## src/pkg/ppr_consts.svh

```systemverilog
// Register offsets, field positions, reset values and window steps
`ifndef PPR_CONSTS_SVH
`define PPR_CONSTS_SVH

// ==========================================================
// Register byte offsets
`define PPR_OFS_CTRL 12'h000
`define PPR_OFS_WIN_X 12'h004
`define PPR_OFS_WIN_Y 12'h008
`define PPR_OFS_STATUS 12'h00C
`define PPR_OFS_EFF_X 12'h010
`define PPR_OFS_EFF_Y 12'h014

// ==========================================================
// Control fields
`define PPR_CTRL_EN 0
`define PPR_CTRL_FMT_LSB 1
`define PPR_CTRL_FAM_LSB 3
`define PPR_RST_CTRL 32'h0000_0000

// ==========================================================
// Window granularity per bit depth and sensor family
`define PPR_W_STEP_8 16'h0008
`define PPR_W_STEP_12 16'h0010
`define PPR_X_STEP_8 16'h0008
`define PPR_X_STEP_CCD_12 16'h0010
`define PPR_H_STEP 16'h0002
`define PPR_H_STEP_CCD 16'h0001
`define PPR_Y_STEP 16'h0002
`define PPR_MIN_W_FIRST 16'h0080
`define PPR_MIN_H_FIRST 16'h0002
`define PPR_MIN_CCD 16'h0010
`define PPR_MIN_CMOS 16'h0020

`endif

```

## src/pkg/ppr_pkg.sv

```systemverilog
// Types shared by the pixel output stage
`default_nettype none
package ppr_pkg;
    // Code 3 is illegal and falls back to 8-bit output
    typedef enum logic [1:0] {
        PPR_FMT_MONO8,
        PPR_FMT_MONO12,
        PPR_FMT_TWELVE_BIT_TWO_PIXEL_PACKING
    } ppr_fmt_type;

    // Code 3 is illegal and is treated as the first family
    typedef enum logic [1:0] {
        PPR_FAM_FIRST,
        PPR_FAM_INTERLINE_CCD,
        PPR_FAM_CMOS_4MP
    } ppr_fam_type;
endpackage
`default_nettype wire

```

## src/hw/ppr_byte_packer.sv

```systemverilog
// Pixel to byte serializer for 8-bit, 16-bit and packed 12-bit output
`timescale 1ns/1ps
`default_nettype none
module ppr_byte_packer
(
    // Clock and reset
    input wire logic i_mclk,
    input wire logic i_rst,
    // Format, stable for a whole frame
    input wire ppr_pkg::ppr_fmt_type i_fmt,
    // Pixel side
    input wire logic i_pix_valid,
    input wire logic [11:0] i_pix_data,
    input wire logic i_pix_first,
    input wire logic i_pix_last,
    output logic o_pix_ready,
    // Byte side
    output logic o_byte_valid,
    output logic [7:0] o_byte_data,
    output logic o_byte_first,
    output logic o_byte_last
);
    import ppr_pkg::*;

    logic [23:0] buf_ff;
    logic [2:0] first_ff;
    logic [2:0] last_ff;
    logic [1:0] cnt_ff;
    logic half_ff;
    logic [11:0] held_ff;
    logic held_first_ff;
    logic ready_ff;
    logic vld_ff, bfirst_ff, blast_ff;
    logic [7:0] bdata_ff;

    wire take = i_pix_valid & ready_ff;
    wire emit = (cnt_ff != 2'h0);
    wire is_pk = (i_fmt == PPR_FMT_TWELVE_BIT_TWO_PIXEL_PACKING);
    // Pair A is the held pixel; an odd last pixel pairs with zero
    wire [11:0] pa = half_ff ? held_ff : i_pix_data;
    wire [11:0] pb = half_ff ? i_pix_data : 12'h000;
    wire pa_first = half_ff ? held_first_ff : i_pix_first;

    logic load;
    logic [1:0] ld_n;
    logic [23:0] ld_data;
    logic [2:0] ld_first, ld_last;

    always_comb
    begin
        load = 1'b0;
        ld_n = 2'h0;
        ld_data = 24'h00_0000;
        ld_first = 3'h0;
        ld_last = 3'h0;
        unique case (i_fmt)
            PPR_FMT_MONO12:
            begin
                // High byte carries four zero bits above the pixel
                load = take;
                ld_n = 2'h2;
                ld_data = {8'h00, 4'h0, i_pix_data};
                ld_first = {2'h0, i_pix_first};
                ld_last = {1'b0, i_pix_last, 1'b0};
            end
            PPR_FMT_TWELVE_BIT_TWO_PIXEL_PACKING:
            begin
                // Bytes: A[11:4], {B[3:0],A[3:0]}, B[11:4]
                load = take & (half_ff | i_pix_last);
                ld_n = 2'h3;
                ld_data = {pb[11:4], pb[3:0], pa[3:0], pa[11:4]};
                ld_first = {2'h0, pa_first};
                ld_last = {i_pix_last, 2'h0};
            end
            default:
            begin
                // Upper bits of the sensor sample form the 8-bit word
                load = take;
                ld_n = 2'h1;
                ld_data = {16'h0000, i_pix_data[11:4]};
                ld_first = {2'h0, i_pix_first};
                ld_last = {2'h0, i_pix_last};
            end
        endcase
    end

    // Accept only when the buffer empties this cycle, so a load never
    // overwrites pending bytes and every group ends on a byte
    wire [1:0] nxt_cnt = load ? ld_n : cnt_ff - {1'b0, emit};
    wire nxt_half = is_pk & take ? ~half_ff & ~i_pix_last : half_ff;

    always_ff @(posedge i_mclk)
    begin
        if (i_rst)
        begin
            buf_ff <= 24'h00_0000;
            first_ff <= 3'h0;
            last_ff <= 3'h0;
            cnt_ff <= 2'h0;
            half_ff <= 1'b0;
            held_ff <= 12'h000;
            held_first_ff <= 1'b0;
            ready_ff <= 1'b1;
            vld_ff <= 1'b0;
            bdata_ff <= 8'h00;
            bfirst_ff <= 1'b0;
            blast_ff <= 1'b0;
        end
        else
        begin
            if (load)
            begin
                buf_ff <= ld_data;
                first_ff <= ld_first;
                last_ff <= ld_last;
            end
            else if (emit)
            begin
                buf_ff <= {8'h00, buf_ff[23:8]};
                first_ff <= {1'b0, first_ff[2:1]};
                last_ff <= {1'b0, last_ff[2:1]};
            end
            if (take & ~half_ff)
            begin
                held_ff <= i_pix_data;
                held_first_ff <= i_pix_first;
            end
            cnt_ff <= nxt_cnt;
            half_ff <= nxt_half;
            ready_ff <= (nxt_cnt <= 2'h1);
            vld_ff <= emit;
            bdata_ff <= buf_ff[7:0];
            bfirst_ff <= emit & first_ff[0];
            blast_ff <= emit & last_ff[0];
        end
    end

    assign o_pix_ready = ready_ff;
    assign o_byte_valid = vld_ff;
    assign o_byte_data = bdata_ff;
    assign o_byte_first = bfirst_ff;
    assign o_byte_last = blast_ff;
endmodule
`default_nettype wire

```

## src/hw/ppr_pixel_out.sv

```systemverilog
// Pixel output stage: formatting, window crop and frame overlap
//
// Design decisions made here: the APB interface to the registers and the register offsets.
`timescale 1ns/1ps
`default_nettype none
`include "ppr_consts.svh"
module ppr_pixel_out
#(
    parameter int SENSOR_BITS = 12,
    parameter logic [15:0] SENSOR_W = 16'h0800,
    parameter logic [15:0] SENSOR_H = 16'h0800
)
(
    // Clock and reset
    input wire logic i_mclk,
    input wire logic i_rst,
    // APB slave
    input wire logic [11:0] i_paddr,
    input wire logic i_psel,
    input wire logic i_penable,
    input wire logic i_pwrite,
    input wire logic [31:0] i_pwdata,
    input wire logic [3:0] i_pstrb,
    output logic [31:0] o_prdata,
    output logic o_pready,
    output logic o_pslverr,
    // Sensor readout control
    input wire logic i_frame_start,
    output logic o_capture_allow,
    output logic [15:0] o_row_first,
    output logic [15:0] o_row_count,
    // Sensor pixel stream, full lines of window rows
    input wire logic i_pix_valid,
    input wire logic [11:0] i_pix_data,
    input wire logic i_pix_sof,
    input wire logic i_pix_sol,
    output logic o_pix_ready,
    // Host link byte stream
    output logic o_byte_valid,
    output logic [7:0] o_byte_data,
    output logic o_byte_sof,
    output logic o_byte_eof,
    output logic o_out_busy
);
    import ppr_pkg::*;

    // ==========================================================
    // Helpers

    // Steps are powers of two, so rounding down is a mask
    function automatic logic [15:0] round_dn(input logic [15:0] v,
                                             input logic [15:0] step);
        return v & ~(step - 16'h0001);
    endfunction

    function automatic logic [15:0] at_least(input logic [15:0] v,
                                             input logic [15:0] lo);
        return (v < lo) ? lo : v;
    endfunction

    function automatic logic [15:0] at_most(input logic [15:0] v,
                                            input logic [15:0] hi);
        return (v > hi) ? hi : v;
    endfunction

    function automatic logic [31:0] merge(input logic [31:0] old,
                                          input logic [31:0] wd,
                                          input logic [3:0] be);
        logic [31:0] r;
        r = old;
        for (int i = 0; i < 4; i++)
        begin
            if (be[i])
            begin
                r[8*i +: 8] = wd[8*i +: 8];
            end
        end
        return r;
    endfunction

    // ==========================================================
    // Software registers

    logic [31:0] ctrl_ff;
    logic [31:0] win_x_ff;
    logic [31:0] win_y_ff;
    logic [31:0] prdata_ff;
    logic pready_ff;
    logic pslverr_ff;

    wire setup = i_psel & ~i_penable;
    wire wr_en = i_psel & i_penable & pready_ff & i_pwrite;
    wire hit_ctrl = (i_paddr == `PPR_OFS_CTRL);
    wire hit_wx = (i_paddr == `PPR_OFS_WIN_X);
    wire hit_wy = (i_paddr == `PPR_OFS_WIN_Y);
    wire hit_st = (i_paddr == `PPR_OFS_STATUS);
    wire hit_ex = (i_paddr == `PPR_OFS_EFF_X);
    wire hit_ey = (i_paddr == `PPR_OFS_EFF_Y);
    wire hit_any = hit_ctrl | hit_wx | hit_wy | hit_st | hit_ex | hit_ey;

    // ==========================================================
    // Format and window legalization

    wire [1:0] fmt_req = ctrl_ff[`PPR_CTRL_FMT_LSB +: 2];
    wire [1:0] fam_req = ctrl_ff[`PPR_CTRL_FAM_LSB +: 2];
    wire deep_ok = (SENSOR_BITS >= 12);
    // Deep formats only when the sensor delivers twelve bits
    wire fmt_fallback = (fmt_req != 2'h0) & (~deep_ok | fmt_req == 2'h3);
    wire ppr_fmt_type eff_fmt = fmt_fallback ? PPR_FMT_MONO8
                                             : ppr_fmt_type'(fmt_req);
    wire is12 = (eff_fmt != PPR_FMT_MONO8);
    wire is_ccd = (fam_req == 2'(PPR_FAM_INTERLINE_CCD));
    wire is_cmos = (fam_req == 2'(PPR_FAM_CMOS_4MP));

    // Width step is shared by all families
    wire [15:0] w_step = is12 ? `PPR_W_STEP_12 : `PPR_W_STEP_8;
    // Only the CCD coarsens the x offset at twelve bits
    wire [15:0] x_step = (is_ccd & is12) ? `PPR_X_STEP_CCD_12
                                         : `PPR_X_STEP_8;
    wire [15:0] h_step = is_ccd ? `PPR_H_STEP_CCD : `PPR_H_STEP;
    wire [15:0] min_w = is_ccd ? `PPR_MIN_CCD
                      : is_cmos ? `PPR_MIN_CMOS : `PPR_MIN_W_FIRST;
    wire [15:0] min_h = is_ccd ? `PPR_MIN_CCD
                      : is_cmos ? `PPR_MIN_CMOS : `PPR_MIN_H_FIRST;

    wire [15:0] req_w = win_x_ff[15:0];
    wire [15:0] req_xo = win_x_ff[31:16];
    wire [15:0] req_h = win_y_ff[15:0];
    wire [15:0] req_yo = win_y_ff[31:16];

    // Oversized values are clamped, off-step values rounded down
    wire [15:0] leg_w = at_least(round_dn(at_most(req_w, SENSOR_W),
                                          w_step), min_w);
    wire [15:0] leg_h = at_least(round_dn(at_most(req_h, SENSOR_H),
                                          h_step), min_h);
    wire [15:0] leg_xo = round_dn(at_most(req_xo, SENSOR_W - leg_w),
                                  x_step);
    wire [15:0] leg_yo = round_dn(at_most(req_yo, SENSOR_H - leg_h),
                                  `PPR_Y_STEP);
    wire adjusted = (leg_w != req_w) | (leg_h != req_h)
                  | (leg_xo != req_xo) | (leg_yo != req_yo);

    // ==========================================================
    // Capture-side and output-side configuration sets

    // Capture set is taken at exposure start, output set at the first
    // pixel, so a new frame can start while the last one still drains
    ppr_fmt_type cap_fmt_ff, out_fmt_ff;
    logic [15:0] cap_w_ff, cap_xo_ff, cap_h_ff, cap_yo_ff;
    logic [15:0] out_w_ff, out_xo_ff, out_h_ff;
    logic cap_allow_ff;
    logic [15:0] row_first_ff, row_count_ff;
    logic [15:0] cap_frames_ff, out_frames_ff;
    logic busy_ff;

    // ==========================================================
    // Pixel column and row tracking

    logic [15:0] x_ff, y_ff;
    logic first_pend_ff;
    logic pk_ready, pk_bvalid, pk_bfirst, pk_blast;
    logic [7:0] pk_bdata;

    wire accept = i_pix_valid & pk_ready;
    wire new_frame = accept & i_pix_sof;
    wire [15:0] cur_w = i_pix_sof ? cap_w_ff : out_w_ff;
    wire [15:0] cur_xo = i_pix_sof ? cap_xo_ff : out_xo_ff;
    wire [15:0] cur_h = i_pix_sof ? cap_h_ff : out_h_ff;
    wire ppr_fmt_type cur_fmt = i_pix_sof ? cap_fmt_ff : out_fmt_ff;
    wire [15:0] cur_x = (i_pix_sol | i_pix_sof) ? 16'h0000 : x_ff;
    wire [15:0] cur_y = i_pix_sof ? 16'h0000
                      : i_pix_sol ? y_ff + 16'h0001 : y_ff;
    wire [15:0] x_end = cur_xo + cur_w;
    // Lines arrive whole; columns outside the window are dropped
    wire in_col = (cur_x >= cur_xo) & (cur_x < x_end);
    // Rows beyond the window height are dropped as a guard
    wire in_row = (cur_y < cur_h);
    wire keep = in_col & in_row;
    wire last_pix = keep & (cur_x == x_end - 16'h0001)
                  & (cur_y == cur_h - 16'h0001);
    wire pk_first = i_pix_sof | first_pend_ff;
    wire frame_done = pk_bvalid & pk_blast;

    // ==========================================================
    // APB slave: zero wait states, error on unmapped offsets

    wire [31:0] status = {out_frames_ff, cap_frames_ff[11:0],
                          busy_ff, cap_allow_ff, fmt_fallback, adjusted};
    wire [31:0] rd_mux = hit_ctrl ? ctrl_ff
                       : hit_wx ? win_x_ff
                       : hit_wy ? win_y_ff
                       : hit_st ? status
                       : hit_ex ? {leg_xo, leg_w}
                       : hit_ey ? {leg_yo, leg_h}
                       : 32'h0000_0000;

    always_ff @(posedge i_mclk)
    begin
        if (i_rst)
        begin
            pready_ff <= 1'b0;
            pslverr_ff <= 1'b0;
            prdata_ff <= 32'h0000_0000;
        end
        else
        begin
            pready_ff <= setup;
            pslverr_ff <= setup & ~hit_any;
            prdata_ff <= (setup & ~i_pwrite) ? rd_mux : 32'h0000_0000;
        end
    end

    always_ff @(posedge i_mclk)
    begin
        if (i_rst)
        begin
            ctrl_ff <= `PPR_RST_CTRL;
            win_x_ff <= {16'h0000, SENSOR_W};
            win_y_ff <= {16'h0000, SENSOR_H};
        end
        else if (wr_en)
        begin
            if (hit_ctrl)
            begin
                ctrl_ff <= merge(ctrl_ff, i_pwdata, i_pstrb);
            end
            if (hit_wx)
            begin
                win_x_ff <= merge(win_x_ff, i_pwdata, i_pstrb);
            end
            if (hit_wy)
            begin
                win_y_ff <= merge(win_y_ff, i_pwdata, i_pstrb);
            end
        end
    end

    // ==========================================================
    // Capture set and sensor row window

    always_ff @(posedge i_mclk)
    begin
        if (i_rst)
        begin
            cap_fmt_ff <= PPR_FMT_MONO8;
            cap_w_ff <= SENSOR_W;
            cap_xo_ff <= 16'h0000;
            cap_h_ff <= SENSOR_H;
            cap_yo_ff <= 16'h0000;
            cap_allow_ff <= 1'b0;
            row_first_ff <= 16'h0000;
            row_count_ff <= SENSOR_H;
            cap_frames_ff <= 16'h0000;
        end
        else
        begin
            // Capture is never held off by a frame still in output
            cap_allow_ff <= ctrl_ff[`PPR_CTRL_EN];
            if (i_frame_start)
            begin
                cap_fmt_ff <= eff_fmt;
                cap_w_ff <= leg_w;
                cap_xo_ff <= leg_xo;
                cap_h_ff <= leg_h;
                cap_yo_ff <= leg_yo;
                // Sensor reads only the window rows
                row_first_ff <= leg_yo;
                row_count_ff <= leg_h;
                cap_frames_ff <= cap_frames_ff + 16'h0001;
            end
        end
    end

    // ==========================================================
    // Output set, counters and busy flag

    always_ff @(posedge i_mclk)
    begin
        if (i_rst)
        begin
            out_fmt_ff <= PPR_FMT_MONO8;
            out_w_ff <= SENSOR_W;
            out_xo_ff <= 16'h0000;
            out_h_ff <= SENSOR_H;
            x_ff <= 16'h0000;
            y_ff <= 16'h0000;
            first_pend_ff <= 1'b0;
            busy_ff <= 1'b0;
            out_frames_ff <= 16'h0000;
        end
        else
        begin
            if (new_frame)
            begin
                out_fmt_ff <= cap_fmt_ff;
                out_w_ff <= cap_w_ff;
                out_xo_ff <= cap_xo_ff;
                out_h_ff <= cap_h_ff;
            end
            if (accept)
            begin
                x_ff <= cur_x + 16'h0001;
                y_ff <= cur_y;
                first_pend_ff <= pk_first & ~keep;
            end
            // Busy ends on the last byte, not on exposure end
            busy_ff <= new_frame | (busy_ff & ~frame_done);
            if (frame_done)
            begin
                out_frames_ff <= out_frames_ff + 16'h0001;
            end
        end
    end

    // ==========================================================
    // Byte packing

    // In the twelve-bit formats samples pass whole, so all 4096 codes reach the host; 8-bit keeps bits 11:4
    ppr_byte_packer u_packer
    (
        .i_mclk(i_mclk),
        .i_rst(i_rst),
        .i_fmt(cur_fmt),
        .i_pix_valid(i_pix_valid & keep),
        .i_pix_data(i_pix_data),
        .i_pix_first(pk_first),
        .i_pix_last(last_pix),
        .o_pix_ready(pk_ready),
        .o_byte_valid(pk_bvalid),
        .o_byte_data(pk_bdata),
        .o_byte_first(pk_bfirst),
        .o_byte_last(pk_blast)
    );

    assign o_prdata = prdata_ff;
    assign o_pready = pready_ff;
    assign o_pslverr = pslverr_ff;
    assign o_capture_allow = cap_allow_ff;
    assign o_row_first = row_first_ff;
    assign o_row_count = row_count_ff;
    assign o_pix_ready = pk_ready;
    assign o_byte_valid = pk_bvalid;
    assign o_byte_data = pk_bdata;
    assign o_byte_sof = pk_bfirst;
    assign o_byte_eof = pk_blast;
    assign o_out_busy = busy_ff;
endmodule
`default_nettype wire

```

## config.mk

```make
export PLATFORM = sky130hd
export DESIGN_NAME = ppr_pixel_out
export DESIGN_NICKNAME = d
export VERILOG_FILES = /design/src/pkg/ppr_pkg.sv /design/src/hw/ppr_byte_packer.sv /design/src/hw/ppr_pixel_out.sv
export VERILOG_INCLUDE_DIRS = /design/src /design/src/pkg
export SDC_FILE = /design/constraint.sdc
export NUM_CORES = 1
export LEC_CHECK = 0
export BUFFER_PORTS_ARGS = -buffer_cell sky130_fd_sc_hd__buf_4
export CELL_PAD_IN_SITES_DETAIL_PLACEMENT = 1
export CELL_PAD_IN_SITES_GLOBAL_PLACEMENT = 1
export CORE_UTILIZATION = 49
export DETAILED_ROUTE_END_ITERATION = 6
export GPL_TIMING_DRIVEN = 0
export PLACE_DENSITY = 0.83
export SLEW_MARGIN = 10
export SYNTH_ARGS = -nofsm -noshare
export SYNTH_HDL_FRONTEND = slang
export SYNTH_SLANG_ARGS = --single-unit
```

## constraint.sdc

```tcl
create_clock -name i_mclk -period 17.45 [get_ports i_mclk]
set_clock_uncertainty 0.1 [all_clocks]
set_input_delay 1.745 -clock i_mclk [delete_from_list [all_inputs] [get_ports i_mclk]]
set_output_delay 1.745 -clock i_mclk [all_outputs]
set_load 0.005 [all_outputs]
```

Word-level counts from Yosys, hierarchy flattened
Index checks and enable logic that the tools add are counted.
{"block": "totals", "input_bits": 69, "rom_bits": 0, "mem_bits_rw": 0, "latchBits": 0, "memories": 0, "output_inout_bits": 80, "word_cells": 193, "reg_bits": 370}
{"block": "classes", "div_mod_pow": 0, "multipliers": 0, "mux": 42, "shifts": 0, "bitwise": 51, "n_lt_le_gt_ge": 10, "eq_ne": 16, "addsub": 13, "reduce_logical": 18}
{"op": "$mux 16", "count": 12}
{"op": "$mux 32", "count": 6}
{"op": "$add 16x1->16 const B", "count": 4}
{"op": "$ne 16x16->1", "count": 4}
{"op": "$and 16x16->16", "count": 3}
{"op": "$mux 24", "count": 2}
{"op": "$not 16->16", "count": 3}
{"op": "$pmux 24 s2", "count": 1}
{"op": "$reduce_and 3->1", "count": 12}
{"op": "$eq 16x16->1", "count": 2}
{"op": "$gt 16x12->1 const B", "count": 2}
{"op": "$gt 16x16->1", "count": 2}
{"op": "$lt 16x16->1", "count": 2}
{"op": "$sub 12x16->16 const A", "count": 2}
{"op": "$sub 16x1->16 const B", "count": 2}
{"op": "$and 1x1->1", "count": 25}
{"op": "$eq 12x4->1 const B", "count": 2}
{"op": "$eq 12x5->1 const B", "count": 2}
{"op": "$mux 12", "count": 2}
{"op": "$add 16x16->16", "count": 1}
{"op": "$ge 16x16->1", "count": 1}
{"op": "$lt 16x6->1", "count": 1}
{"op": "$lt 16x8->1", "count": 1}
{"op": "$mux 8", "count": 2}
{"op": "other kinds (19)", "count": 54}

Longest topological paths before layout
Gate-level depths: netlist (run 1).
{"block": "depth", "ltp_word": 21, "ltp_mapped": 28, "mapped_depth_nobuf": 24}

Cells and area by module
From an unflattened synthesis (run 1), not the netlist that was laid out.
{"block": "hier_totals", "cells_unflattened": 2571, "hier_area_um2": 20360.8}
{"mod": "ppr_pixel_out", "n_inst": 1, "area_each_um2": 17684.5, "seq_area_each_um2": 5925.7, "cells_each": 2280}
{"mod": "ppr_byte_packer", "n_inst": 1, "area_each_um2": 2676.3, "seq_area_each_um2": 1121.1, "cells_each": 291}

Worst setup path before layout (run 1)
Ideal clock, no wire load.
{"block": "synth_path", "path_type": "input port to flip-flop", "startpoint": "input i_pix_sof", "endpoint": "register u_packer.buf_ff[16]", "n_path_buf": 7, "t_arrival_ns": 7.862, "setup_slack_ns": 9.371, "required_ns": 17.233, "setup_ns": 0.117, "path_stages": 26, "cell_sequence": "buf_2 -> buf_2 -> clkbuf_1 -> clkbuf_1 -> clkbuf_1 -> clkbuf_1 -> mux2i_1 -> inv_1 -> ha_1 -> and2_1 -> a311o_1 -> a41oi_2 -> a21oi_1 -> or2_1 -> xor2_1 -> inv_1 -> ha_1 -> a21o_1 -> a211oi_1 -> and4_1 -> nand3_1 -> or4_1 -> a2111oi_4 -> o21ai_4 -> buf_6 -> a22o_1"}
{"block": "synth_between", "elab_chain_cells": 11, "elab_cells_between_ends": 29, "cone_classes": "add/sub: 3; order compare: 3; eq/ne: 4; mux: 9; bitwise: 9; reduce/logical: 1"}
{"element": "start: declaration", "line_no": "ppr_pixel_out.sv:35", "source": "input wire logic i_pix_sof,"}
{"element": "branches (longest 11 deep; another with $add 16x16->16)"}
{"element": "end signal: assignment", "line_no": "ppr_byte_packer.sv:113", "source": "buf_ff <= ld_data;"}
{"element": "end signal: assignment", "line_no": "ppr_byte_packer.sv:119", "source": "buf_ff <= {8'h00, buf_ff[23:8]};"}
{"element": "end: declaration", "line_no": "ppr_byte_packer.sv:25", "source": "logic [23:0] buf_ff;"}
Several ways; the timed one is not identified.
A chain may end at the register's enable or synchronous reset.

Final worst setup path (run 1)
{"block": "layout_path", "startpoint": "input i_pix_sof", "endpoint": "register u_packer.buf_ff[4]"}
Same word-level chain as after synthesis.

==> results.md, run 1 <==
* Outcome: finished clean
* Resize count post-CTS at 0
* Vias per inst at 6.33
* Fillers at 5,189
* Crit path time final at 10,200 ps
* Clock insertion delay at the later pin of the skew report at 590 ps
* RSZ-0062 raised after global routing: no
* Die area at 43,400 sq um
* Share of cells above drive strength 1 at 10.1%
* Most common cell on crit path: clkbuf_1
* Initial Util at 49.7%
* Commonest non-fill, non-tap cell in the layout: nand2_1
* Wirelength, routed at 89,100 um
* Mean Syn Cell Area at 7.89 sq um
* Die height at 208 um
* Post-Syn Area at 20,900 sq um
* Multi-input gate area at 12,800 sq um
* Worst slew margin at 16.8%
* Placed Cells incl. Taps at 3,326
* Hold_buf cts at 0
* Antenna-violating nets left at 0
* Most frequent cells in the layout: nand2_1, dfxtp_1, a21oi_1
* Cell taking the most area after synthesis: dfxtp_1
* Setup TNS at 0 ps
* Critical Path End Type: flip-flop
* Area fraction of the dominant cell type after synthesis at 33.8%
* Hold Crit Start: out_w_ff[14]$_SDFFE_PP0P_
* Vias at 21,500
* Max Freq at 98.0 MHz
* Vias in the first global route at 22,300
* Final setup violating endpoints at 0
* R2R Path Start: win_y_ff[12]$_SDFFE_PP0P_
* Worst path bufs/invs at 10
* Die width at 208 um
* Max-cap viol count at 0
* Antenna violations before repair at 2
* FF-to-FF path depth at 24
* Synth async-reset ratio at 0%
* Routed wire per std cell at 26.2 um
* YS warnings at 0
* Sequential fraction of the synthesis area at 33.8%
* Critical setup path kind: in -> reg
* Dominant synthesized flop cell: dfxtp_1
* CP peak stage delay at 730 ps
* Pre-antenna DRT Iters at 5
* Core area at 41,900 sq um
* Unique cell type count in the Yosys netlist at 99
* Row cnt at 75
* Remaining Overflow, GRT at 0
* P&R area growth vs syn at 14.2%
* Clk sink count at 352
* Initial DRC count at 1,785
* CTS tree: built
* VDD IR max at 0.0000726 V
* Worst R2R Setup Slack at 9190 ps
* CP startpoint kind: primary input
* CP delay by family, top: buffers and inverters
* Worst-path clk slew at 60 ps
* Final hold violations at 0
* Post-synth EDFFs at 0
* P_leak at 9.26 nW
* Largest cells by area after synthesis: dfxtp_1, nand2_1, a21oi_1, ha_1, mux2i_1
* Post-CTS Setup Bufs at 0
* IO Port Bufs at 139
* Drt drc at 0
* Gpl congestion at 1.02
* Clock Tree Buf Depth at 3
* Total power draw at 1.82 mW
* WP data arrival at 10,520 ps
* # H-tree levels at 2
* Non-Filler Instances at 3,395
* Final Max Slew Viols at 0
* Largest net degree at the start of global routing at 13
* GRT Total Usage at 40.4%
* Mapped Cells at 2,645
* Storage element area at 7050 sq um
* Hold Path End: out_w_ff[14]$_SDFFE_PP0P_
* IO Pins at 149
* Worst path slowest cell: buf_1
* Tcrit/Tclk final at 58.5%
* Required @ worst endpoint at 17,760 ps
* Nets at 3,003
* Crit-path max FO at 10
* DP HPWL at 68,600 um
* First-pass GRT wire length at 134,000 um
* Synth Register Bits at 352
* Hold path depth at 2
* CTS buffer count at 41
* PwrDens at 76.5 nW/um^2
* Worst-margin pin slew at 1250 ps
* CTS root buf: clkbuf_16
* Worst hold path type: reg -> reg
* Worst reg2reg endpoint: o_prdata[30]$_SDFF_PP0_
cell type report:
type                    instances  area share (%)
diodes                          2          0.0210
clock inverters                15           0.536
repair buffers                139            4.38
multi-input cells            2044            53.9
well taps                     539            2.83
clock buffers                  52            4.65
inverters                      77            1.21
plain buffers                 175            2.92
flip-flops and latches        352            29.6
through the flow:
step / instance area (sq um) / setup WS, ps / hold slack, ps / util (%)
2_1_floorplan: 20900 / 9370 / 321 / -
3_3_place_gp: 22600 / 7160 / 339 / 53.9
3_5_place_dp: 22600 / 6950 / 347 / 53.9
4_1_cts: 23800 / 7500 / 355 / 56.8
5_1_grt: 23800 / 6950 / 376 / 56.8
6_report: 23800 / 7250 / 354 / 56.8
registers in the layout, summed over array words and instances (netlist names), 24 cells and up:
signal and cells:
o_prdata 32, u_packer.buf_ff 24, ctrl_ff 32, win_y_ff 32, win_x_ff 32
report_power, final:
group,switching (mW),internal [mW],leakage [nW]
clock,0.359,0.463,0.606
combinational,0.119,0.0579,5.81
sequential,0.00800,0.814,2.84
total,0.486,1.34,9.26
synth_stat cells (all sizes together), types with 7 or more instances:
cell / count
a21oi: 288
nand2b: 9
nand2: 411
a211o: 11
ha: 103
nand3b: 9
and2: 35
or2: 12
a31oi: 10
o21a: 15
mux2: 26
a22oi: 23
clkbuf: 148
a21o: 21
nand4: 29
a221oi: 8
nor2b: 14
nor3b: 15
mux2i: 99
o2111ai: 12
o211ai: 15
xnor3: 10
a211oi: 36
xnor2: 45
o41ai: 7
a22o: 13
o21ai: 96
and3: 30
xor2: 52
nor3: 42
o31ai: 15
nor4: 15
o22ai: 10
nand3: 169
buf: 27
inv: 77
or4: 10
nor2: 228
dfxtp: 352
or3: 16
tightest hold or removal path, delay by kind of cell, from the launching register on:
kind,cells,cell delay [ps]
flops,1,310
simple gates,1,50
compound gates,1,50
logic make-up (layout without fill, tap and decap cells):
group / after synthesis / after routing / synth area share (%)
AOI/OAI and AO/OA: 631 / 631 / 19.4
xor gates and xnor gates: 109 / 109 / 5.38
adders and majority gates: 104 / 104 / 6.27
buffers and inverters: 252 / 458 / 4.73
DFF: 352 / 352 / 33.8
muxes: 129 / 129 / 6.60
other: 2 / 7 / 0.0360
and+or+nand+nor: 1066 / 1066 / 23.8
how the worst max path moves through the flow:
stage / startpoint / to / slack, ps / cells after the start
6_report: i_pix_sof / u_packer.buf_ff[4]$_SDFFE_PP0P_ / 7250 / 27
5_1_grt: i_pix_sof / u_packer.buf_ff[4]$_SDFFE_PP0P_ / 6950 / 27
4_1_cts: i_pix_sof / u_packer.buf_ff[4]$_SDFFE_PP0P_ / 7500 / 27
3_5_place_dp: i_pix_sof / u_packer.buf_ff[4]$_SDFFE_PP0P_ / 6950 / 27
3_3_place_gp: i_pix_sof / u_packer.buf_ff[16]$_SDFFE_PP0P_ / 7160 / 27
2_1_floorplan: i_pix_sof / u_packer.buf_ff[16]$_SDFFE_PP0P_ / 9370 / 26
per-layer routing:
metal	share of wire, %	track usage [%]
met2	48	69.5
met1	40	47.2
met5	0	0
met4	6.2	23.8
met3	6.2	6.69
Power figures use the tool's default switching activity.
==> run 2: changes to the inputs <==
--- a/config.mk
+++ b/config.mk
@@ -9,10 +9,10 @@
 export BUFFER_PORTS_ARGS = -buffer_cell sky130_fd_sc_hd__buf_4
 export CELL_PAD_IN_SITES_DETAIL_PLACEMENT = 1
 export CELL_PAD_IN_SITES_GLOBAL_PLACEMENT = 1
-export CORE_UTILIZATION = 49
+export CORE_UTILIZATION = 41
 export DETAILED_ROUTE_END_ITERATION = 6
 export GPL_TIMING_DRIVEN = 0
-export PLACE_DENSITY = 0.83
+export PLACE_DENSITY = 0.74
 export SLEW_MARGIN = 10
 export SYNTH_ARGS = -nofsm -noshare
 export SYNTH_HDL_FRONTEND = slang
==> constraint.sdc (replaced) <==
create_clock -name i_mclk -period 8.5 [get_ports i_mclk]
set_clock_uncertainty 0.1 [all_clocks]
set_input_delay 0.85 -clock i_mclk [delete_from_list [all_inputs] [get_ports i_mclk]]
set_output_delay 0.85 -clock i_mclk [all_outputs]
set_load 0.005 [all_outputs]
==> results.md, run 2 (synthesis results as in run 1) <==
* Outcome: finished clean
* Gpl congestion at 1.01
* CTS buffer count at 40
* Non-Filler Instances at 3,532
* Worst slew margin at 21.4%
* Storage element area at 7050 sq um
* Antenna violations before repair at 1
* Final Max Slew Viols at 0
* Die width at 228 um
* Vias at 21,300
* Row cnt at 82
* Vias in the first global route at 21,600
* FF-to-FF path depth at 27
* Core area at 50,200 sq um
* RSZ-0062 raised after global routing: no
* Drt drc at 0
* VDD IR max at 0.000134 V
* Required @ worst endpoint at 8840 ps
* N_diodes at 0
* Hold path depth at 2
* Antenna-violating nets left at 0
* Die height at 228 um
* Most frequent cells in the layout: nand2_1, dfxtp_1, a21oi_1
* Max Freq at 123 MHz
* Clock Power Share at 48.4%
* Worst-path clk slew at 60 ps
* GRT Total Usage at 34.0%
* Wirelength, routed at 88,200 um
* Initial Util at 41.6%
* CTS root buf: clkbuf_16
* Die area at 51,800 sq um
* P_leak at 9.37 nW
* Final hold violations at 0
* Worst R2R Setup Slack at 350 ps
* Placed Cells incl. Taps at 3,459
* Multi-input gate area at 12,900 sq um
* Crit-path max FO at 10
* IO Pins at 149
* Worst-margin pin slew at 1180 ps
* IO Port Bufs at 139
* Psw at 1.03 mW
* Commonest non-fill, non-tap cell in the layout: nand2_1
* Remaining Overflow, GRT at 0
* P&R area growth vs syn at 16.1%
* CP peak stage delay at 800 ps
* Nets at 3,001
* Most common cell on crit path: nor2_1
* P_int at 2.94 mW
* Final setup violating endpoints at 0
* Fillers at 6,123
* Final hold slack at 356 ps
* Clk sink count at 352
* Worst hold path type: reg -> reg
* Max-cap viol count at 0
* Critical Path End Type: flip-flop
* PwrDens at 164 nW/um^2
* Pre-antenna DRT Iters at 5
* Reg power frac at 42.5%
* Share of cells above drive strength 1 at 10.6%
* Clock Tree Buf Depth at 3
* Worst path bufs/invs at 5
* Fin worst setup slack at 345 ps
* CTS tree: built
* Hold_buf cts at 0
* Tcrit/Tclk final at 95.9%
* Total power draw at 3.97 mW
* Critical setup path kind: reg -> reg
* Vias per inst at 6.02
* Worst Setup Slack post-DPL at -1290 ps
* CP delay by family, top: compound AO/OA/AOI/OAI gates
* CP startpoint kind: flip-flop
* Crit path time final at 8150 ps
* Stages on worst setup path at 27
* Routed wire per std cell at 25.0 um
* WP data arrival at 8490 ps
* Largest net degree at the start of global routing at 15
* Initial DRC count at 1,520
* # H-tree levels at 2
* First-pass GRT wire length at 132,000 um
* Sw frac at 26.0%
* Worst path slowest cell: nor2_1
* DP HPWL at 69,900 um
* Clock insertion delay at the later pin of the skew report at 580 ps
* Comb pwr share at 9.1%
==> run 2: cell count changes in the layout (fill, tap and decap cells not counted), sizes merged <==
cell / change
bufinv: +7
clkbuf: -4
clkinv: +3
diode: -2
==> run 2: power by group through the flow <==
stage / Sequential [mW] / Clock (mW) / Combinational, mW
after floorplan: 1.72 / 0 / 0.211
after global placement: 1.72 / 0 / 0.349
after detailed placement: 1.72 / 0 / 0.356
after CTS: 1.69 / 1.95 / 0.358
after global routing: 1.69 / 2.01 / 0.386
final: 1.69 / 1.92 / 0.362
==> run 2: repair_timing <==
action,in CTS,in global routing
buffers inserted,0,0
resized for setup,4,3
endpoints found under the setup margin,41,44
==> run 2: final cells by class <==
type                            instances  share of cell area [%]
Inverter                               77                    1.19
Timing Repair Buffer                  139                    4.31
Clock buffer                           49                    4.39
Multi-Input combinational cell       2044                    53.1
Tap cell                              672                    3.47
Sequential cell                       352                    29.1
Clock inverter                         25                    1.60
Buffer                                174                    2.88
==> run 2: worst paths after layout <==
path | from | end
hold / removal | out_w_ff[13]$_SDFFE_PP0P_ | out_w_ff[13]$_SDFFE_PP0P_
setup / recovery | win_x_ff[15]$_SDFFE_PP0P_ | o_prdata[19]$_SDFF_PP0_
setup reg to reg | win_x_ff[15]$_SDFFE_PP0P_ | o_prdata[19]$_SDFF_PP0_
hold reg to reg | out_w_ff[13]$_SDFFE_PP0P_ | out_w_ff[13]$_SDFFE_PP0P_
==> run 2: layer usage <==
layer / global-route usage [%] / vias to the layer above / wire length [um]
met4: 16.4 / 2 / 4400
li1: - / 9757 / -
met1: 41.9 / 10500 / 36800
met5: 0 / - / 12
met3: 4.26 / 238 / 5040
met2: 58.3 / 804 / 42000
==> run 2: through the flow <==
stage	area, sq um	setup TNS (ps)	util, %
after global placement	22800	-37400	45.4
after global routing	24200	0	48.3
after floorplan	20900	0	-
final	24200	0	48.3
after CTS	24200	0	48.3
after detailed placement	22800	-49740	45.4
==> run 2: worst min-delay path, stage by stage (launching register included) <==
cell and delay (ps):
dfxtp_1 310, nand2_1 50, a21oi_1 50
